`config.mk`:
```
export PLATFORM = sky130hd
export DESIGN_NAME = tsd_descrambler
export DESIGN_NICKNAME = d
export VERILOG_FILES = /design/src/rtl/tsd_pkg.sv /design/src/rtl/tsd_descrambler.sv /design/src/rtl/tsd_prbs_byte.sv
export SDC_FILE = /design/constraint.sdc
export NUM_CORES = 1
export LEC_CHECK = 0
export ABC_AREA = 1
export BUFFER_PORTS_ARGS = -buffer_cell sky130_fd_sc_hd__buf_2
export CAP_MARGIN = 5
export CELL_PAD_IN_SITES_DETAIL_PLACEMENT = 0
export CELL_PAD_IN_SITES_GLOBAL_PLACEMENT = 2
export CORE_ASPECT_RATIO = 0.75
export CORE_MARGIN = 1
export CORE_UTILIZATION = 31
export CTS_CLUSTER_SIZE = 25
export DETAILED_ROUTE_END_ITERATION = 12
export PLACE_DENSITY = 0.8
export SYNTH_ARGS = -nofsm -noshare
export SYNTH_HDL_FRONTEND = slang
export SYNTH_SLANG_ARGS = --single-unit
```
`constraint.sdc`:
```
create_clock -name sys_clk -period 1.25 [get_ports sys_clk]
set_clock_uncertainty 0.05 [all_clocks]
set_input_delay 0.1875 -clock sys_clk [delete_from_list [all_inputs] [get_ports sys_clk]]
set_output_delay 0.1875 -clock sys_clk [all_outputs]
set_load 0.05 [all_outputs]
```
`src/rtl/tsd_pkg.sv`:
```
// tsd_pkg: constants and carrier types for the transport stream descrambler
// assumes a byte stream with a valid strobe, one byte per cycle at most
package tsd_pkg;
    localparam int PRBS_LEN = 15;
    localparam logic [14:0] PRBS_SEED = 15'h00A9; // stages 1..15 = 100101010000000, stage1 in bit0
    localparam int TAP_A = 13; // stage 14
    localparam int TAP_B = 14; // stage 15
    localparam logic [7:0] SYNC_NORMAL = 8'h47;
    localparam logic [7:0] SYNC_INVERTED = 8'hB8;
    localparam int BYTE_BITS = 8;

    typedef struct packed {
        logic valid;
        logic [7:0] data;
    } tsd_byte_t;

    typedef enum logic [1:0] {
        TSD_HUNT = 2'b00,
        TSD_RUN = 2'b01
    } tsd_state_t;
endpackage : tsd_pkg

```
`src/rtl/tsd_descrambler.sv`:
```
// tsd_descrambler: realigns a pseudo-random sequence on inverted sync bytes
// assumes upstream gives bytes with a valid strobe, sync bytes at packet start
// How it works
// RULE1: sequence comes from a 15 stage register, polynomial 1 + x^14 + x^15.
// RULE2: stages 1..15 load 1,0,0,1,0,1,0,1,0,0,0,0,0,0,0 at every restart.
// RULE3: the alignment marker is sync byte B8, the inverse of 47.
// RULE4: first fresh sequence bit hits the first data bit after the marker.
// RULE5: normal sync bytes pass unchanged while the generator keeps stepping.
// RULE6: the generator reloads its start pattern after every inverted sync byte.
// RULE7: data bits xor with sequence bits, msb first, one step per bit.
`timescale 1ns/10ps
`default_nettype none
module tsd_descrambler
(
    input wire logic sys_clk,
    input wire logic reset,
    input wire tsd_pkg::tsd_byte_t inByte,
    input wire logic inSync,
    output tsd_pkg::tsd_byte_t outByte,
    output logic outAligned
);
    import tsd_pkg::*;

    tsd_state_t state;
    tsd_state_t next_state;
    logic [14:0] prbs;
    logic [14:0] next_prbs;
    logic [14:0] stepped;
    logic [7:0] mask;
    tsd_byte_t next_outByte;
    logic next_outAligned;

    // one pattern test serves the marker decode and the normal sync decode
    function automatic logic sync_is
    (
        input tsd_byte_t b,
        input logic atSync,
        input logic [7:0] pattern
    );
        return b.valid && atSync && (b.data == pattern);
    endfunction : sync_is

    // inSync flags a byte at the packet sync position
    wire isMarker = sync_is(inByte, inSync, SYNC_INVERTED); // [RULE3]
    wire isNormalSync = sync_is(inByte, inSync, SYNC_NORMAL);
    wire isData = inByte.valid && !inSync;

    tsd_prbs_byte u_step
    (
        .state(prbs),
        .mask(mask),
        .stateOut(stepped)
    );

    // marker reloads the seed so the next data bit gets the first output [RULE2] [RULE4] [RULE6]
    // normal syncs still step the generator, they are merely not modified [RULE5]
    assign next_prbs = isMarker ? PRBS_SEED : (inByte.valid ? stepped : prbs);
    assign next_state = isMarker ? TSD_RUN : state;

    // until the first marker, data passes through; no alignment is known yet
    wire applyMask = isData && (state == TSD_RUN);
    wire [7:0] next_data = applyMask ? (inByte.data ^ mask) : inByte.data; // [RULE7]
    assign next_outByte = '{valid: inByte.valid, data: next_data};
    assign next_outAligned = (next_state == TSD_RUN);

    always_ff @(posedge sys_clk or posedge reset)
    begin
        if (reset)
        begin
            state <= TSD_HUNT;
            prbs <= PRBS_SEED; // [RULE2]
        end
        else
        begin
            state <= next_state;
            prbs <= next_prbs;
        end
    end

    // outputs sit in their own registers so the pins never see the decode ripple
    always_ff @(posedge sys_clk or posedge reset)
    begin
        if (reset)
        begin
            outByte <= '0;
        end
        else
        begin
            outByte <= next_outByte;
        end
    end

    always_ff @(posedge sys_clk or posedge reset)
    begin
        if (reset)
        begin
            outAligned <= 1'b0;
        end
        else
        begin
            outAligned <= next_outAligned;
        end
    end

    // the first sequence bit after a marker, worked from the seed alone
    wire firstSeqBit = PRBS_SEED[TAP_A] ^ PRBS_SEED[TAP_B];
endmodule : tsd_descrambler
`default_nettype wire

```
`src/rtl/tsd_prbs_byte.sv`:
```
// tsd_prbs_byte: combinational eight-step advance of the sequence generator
// assumes the caller registers the state; bit0 of state is stage 1
`timescale 1ns/10ps
`default_nettype none
module tsd_prbs_byte
(
    input wire logic [14:0] state,
    output logic [7:0] mask,
    output logic [14:0] stateOut
);
    import tsd_pkg::*;

    logic [14:0] chain [0:8];
    assign chain[0] = state;

    genvar i;
    generate
        for (i = 0; i < BYTE_BITS; i++)
        begin : g_step
            wire fb = chain[i][TAP_A] ^ chain[i][TAP_B]; // [RULE1]
            // msb of the byte meets the first generated bit [RULE7]
            assign mask[BYTE_BITS - 1 - i] = fb;
            assign chain[i + 1] = {chain[i][13:0], fb};
        end
    endgenerate

    assign stateOut = chain[BYTE_BITS];
endmodule : tsd_prbs_byte
`default_nettype wire

```
* After elaboration in Yosys (flattened, before gate mapping)
Cells that the tools add are included.
Storage, ports and cells: register bits after elaboration 27, input bits 12, output and inout bits 10, word-level logic and storage cells 27
Operators by class: eq/ne operators 3, muxes and demuxes 4, bitwise logic cells 9, reduce and logical (&&, ||, !) cells 6
Operators by type and width (number):
- 15-bit 2-to-1 mux | 2
- 8-bit equality test, second input constant | 1
- 8-bit 2-to-1 mux | 1
- 1-bit XOR | 8
- 8-bit XOR | 1
- 2-bit by 1-bit equality test with 1-bit output, second input constant | 2
- 1-bit logical AND | 4
- 2-bit 2-to-1 mux | 1
- 2-bit nonzero test | 1
- 1-bit zero test | 1

* Longest topological paths before layout
depth after elaboration 4, mapped depth 7

* By module
Synthesis repeated with hierarchy kept, for this count alone.
Unflattened totals: cells, all modules 204, area total of the unflattened synthesis 1532.7 um^2
Modules (own cells, without submodules):
- tsd_descrambler | times used 1, cells each 148, area an instance 1236.2 um^2
- tsd_prbs_byte | times used 1, cells each 56, area an instance 296.5 um^2

* Worst setup path before layout
Ideal clock, no wire load.
kind reg-to-reg, from register state[1], to register outByte[0] in the netlist's numbering, library setup time 0.117 ns, data arrival time 0.950 ns, path slack 0.133 ns, stages on the path, launching flop included 6, buffers on the path 1, period minus slack after synthesis 1.117 ns, path through dfrtp_1 -> nor3_4 -> buf_6 -> nand2_1 -> nand2_1 -> nand2_1
Between the ends: cells in the longest elaborated chain, start to end 3
Ends and longest elaborated chain:
- start: declaration | RTL line tsd_descrambler.sv:24 | tsd_state_t state;
- start signal: assignment | RTL line tsd_descrambler.sv:75 | state <= next_state;
- 2-bit by 1-bit equality test with 1-bit output | RTL line tsd_descrambler.sv:61 | wire applyMask = isData && (state == TSD_RUN);
- 1-bit logical AND | RTL line tsd_descrambler.sv:61
- 8-bit 2-to-1 mux | RTL line tsd_descrambler.sv:62 | wire [7:0] next_data = applyMask ? (inByte.data ^ mask) : inByte.data;
- via next_data[0] | RTL line tsd_descrambler.sv:62
- end signal: assignment | RTL line tsd_descrambler.sv:89 | outByte <= next_outByte;
- end: declaration | RTL line tsd_descrambler.sv:19 | output tsd_pkg::tsd_byte_t outByte,
The timed path passes the listed nets, and every way through them passes these cells. A chain may end at the register's enable or synchronous reset.

* Worst setup path in the final report
from register prbs[7], to register prbs[0]
Between the ends: cells in the longest elaborated chain, start to end 3
Ends and longest elaborated chain:
- start: declaration | RTL line tsd_descrambler.sv:26 | logic [14:0] prbs;
- start signal: assignment | RTL line tsd_descrambler.sv:76 | prbs <= next_prbs;
- 1-bit XOR | RTL line tsd_prbs_byte.sv:20 | wire fb = chain[i][TAP_A] ^ chain[i][TAP_B];
- 15-bit 2-to-1 mux (2 in series) | RTL line tsd_descrambler.sv:57 | assign next_prbs = isMarker ? PRBS_SEED : (inByte.valid ? stepped : prbs);
Every way passes these cells. The select of a mux whose other input is x is not followed.

==> flow_summary_export.csv <==
group,metric,value,unit
worst_hold_path,min-delay-start,"inByte[8]",
worst_setup_path,r2r-start,"prbs[7]$_DFFE_PP1P_",
global_route,grt.overflow.total,0,
worst_setup_path,worstSetupStartpoint,"prbs[7]$_DFFE_PP1P_",
synthesis,yosys.area_share.simple,34.4,%
clock_network,cts_max_level,1,
die,rows,20,
synthesis,synthAdderAreaFrac,0,%
synthesis,synth_xor_xnor_area_share,2.67,%
final_layout,nFillCells,435,
clock_network,max-clock-path-buffers,2,
detailed_routing,dr.pass1.iters,4,
die,die_x,77.1,um
timing,max_slew_margin,76.5,%
final_layout,seq_area,681,um2
detailed_routing,antenna_left,0,
synthesis,synth_compound_area_share,3.05,%
final_layout,fin_area,0.00156,mm2
synthesis,syn_area_per_cell,7.81,um2
global_route,grt_usage,13.1,%
die,design.core.area,0.00405,mm2
detailed_routing,via_count,1057,
final_layout,instances_no_fill,250,
worst_hold_path,hp-class,"in2reg",
worst_setup_path,critPathTopFamily,"flip-flops",
timing,period_share,90.7,%
final_layout,fin_nets,208,
timing,setup_viol,0,
synthesis,syn_inst,168,
final_layout,area_delta_synth_final,19.2,%
worst_setup_path,slowest_delay,0.58,ns
worst_setup_path,crit_path_end_kind,"flip-flop",
global_route,grt_pass1_wl,4460,um
placement,gp_congestion,0.750,
run,maxCapViolCount,0,
synthesis,ys_seq_elements,27,
synthesis,synth_top_family_by_area,"simple AND/OR/NAND/NOR gates",
worst_setup_path,crit_required,1.41,ns
timing,fin_crit,1.13,ns
placement,io_buffers,21,
power,p_leak,0.864,nW
timing,grt_setup_unrepaired,"false",
final_layout,final_common_cell,"nand2_1",
clock_network,clkSinkCount,27,
worst_setup_path,crit_path_start_kind,"flip-flop",
clock_network,post_cts_buffers,0,
worst_setup_path,cp_max_fo,4,
die,dieArea,0.00450,mm2
worst_setup_path,arrival,1.29,ns
detailed_routing,initialDrtViolationCount,77,
timing,tightest_slew,0.352,ns
timing,final_hold_viol_count,0,
placement,place_hpwl,1910,um
detailed_routing,vias_per_cell,4.23,
synthesis,yosysWarningCount,0,
clock_network,clkTransAtPathRegs,0.09,ns
worst_setup_path,critPathSlowestCell,"dfstp_2",
synthesis,seq_area_frac_synth,51.9,%
synthesis,synthMuxAreaShare,0,%
detailed_routing,drc,0,
global_route,grt_pass1_vias,947,
global_route,antenna_found_initial,0,
synthesis,synth_area,0.00131,mm2
placement,dpl_worst_slack,0.0889,ns
final_layout,mostFrequentLayoutCells,"nand2_1 (74), dfrtp_1 (23), nor2_1 (22)",
die,die_height,58.4,um
clock_network,cts_tree,"yes",
worst_setup_path,crit_type,"reg2reg",
placement,placed_cells,245,
timing,final-max-slew-violation-count,0,
timing,whs,0.0372,ns
clock_network,cts_buffers,3,
global_route,grt_max_degree,28,
synthesis,syn-num-nets,180,
worst_setup_path,cp_cell_sequence,"nor2_1 -> nor2_2 -> nor2_1 -> a21oi_2",
worst_setup_path,critPathBufInv,0,
die,io_pins,22,
placement,dpl-instance-area,0.00151,mm2
final_layout,antennaDiodeCount,0,
worst_setup_path,cpMostUsedCell,"nor2_1",
timing,fin_ws,0.116,ns
status,status,"complete, no violations",
final_layout,drive_gt1_share,21.5,%
clock_network,clkLatencyLatePin,0.27,ns
power,peakVddDrop,0.614,mV
power,p_per_area,1850,mW/mm2
detailed_routing,wl_per_cell,10.6,um
die,start_util,32.4,%
timing,max_freq,882,MHz
timing,setup_tns,0,ns
final_layout,multi_input_area,529,um2
detailed_routing,drt-total-wl,2640,um
synthesis,synthDistinctLibCells,17,
clock_network,root_buffer,"clkbuf_8",
[state kept, by name (all words and copies together), names as in the netlist]
| signal | flops |
|---|---|
| outByte | 9 |
| prbs | 15 |
| outAligned | 1 |
| state | 2 |
[metal layers]
metal | global-route usage, % | up-vias | routed length, um
met5 | 0 | - | 0
met4 | 4.04 | 0 | 18
met3 | 3.88 | 2 | 120
met2 | 20.1 | 21 | 1190
met1 | 17.9 | 482 | 1310
li1 | - | 552 | -
[metrics by stage]
stage	total power, mW	util [%]
after floorplan	2.15	-
after global placement	2.39	37.2
after detailed placement	2.41	37.2
after CTS	2.93	38.5
after global routing	3.14	38.6
final	2.89	38.6
[synth_stat cells]
master | count | area share, %
nand2_1 | 74 | 21
dfstp_2 | 4 | 8.0
a21oi_2 | 4 | 2.7
dfrtp_1 | 23 | 44
nand3_1 | 2 | 0.76
buf_1 | 1 | 0.29
nand3b_1 | 6 | 3.4
o21ai_1 | 1 | 0.38
clkbuf_1 | 1 | 0.29
buf_6 | 2 | 1.7
nor3_4 | 1 | 1.2
inv_1 | 18 | 5.1
nor2_1 | 23 | 6.6
inv_2 | 2 | 0.57
and2_1 | 1 | 0.48
xnor2_1 | 4 | 2.7
nand3_2 | 1 | 0.76
[cell type report]
type / count / share of cell area [%]
inverter: 20 / 4.80
clock buffer: 4 / 2.88
timing repair buffer: 27 / 10.6
sequential: 27 / 43.5
tap: 55 / 4.40
multi-input combinational: 117 / 33.8
[what timing repair did]
action / in CTS / in global routing
endpoints found under the setup margin: 0 / 1
hold buffers: 1 / 0
hold endpoints to repair: 23 / 0
gates resized for setup: 0 / 1
[final timing paths]
check | cells after the start | end | slack (ns)
max | 4 | prbs[0]$_DFFE_PP1P_ | 0.12
min | 1 | outByte[8]$_DFF_PP0_ | 0.04
max reg2reg | 4 | prbs[0]$_DFFE_PP1P_ | 0.12
min reg2reg | 2 | prbs[1]$_DFFE_PP0P_ | 0.44
max in group asynchronous | 4 | prbs[5]$_DFFE_PP1P_ | 0.38
min in group asynchronous | 4 | prbs[8]$_DFFE_PP0P_ | 0.46
[worst register-to-register path, delay by kind of cell (launching register included)]
kind | cells | cell delay, ns
and+or+nand+nor | 3 | 0.31
DFF | 1 | 0.58
AOI/OAI and AO/OA | 1 | 0.15
[report_power, final]
part / internal (mW) / switching [mW]
logic: 0.365 / 0.671
clock network: 0.228 / 0.271
registers: 1.17 / 0.191
total: 1.76 / 1.13
[cell families after synthesis]
logic type / count (synthesis)
AND/OR/NAND/NOR: 108
flip-flops: 27
buffers and inverters: 24
AO/OA/AOI/OAI: 5
XOR/XNOR: 4
Note: power is estimated with default switching activity, not from simulation.
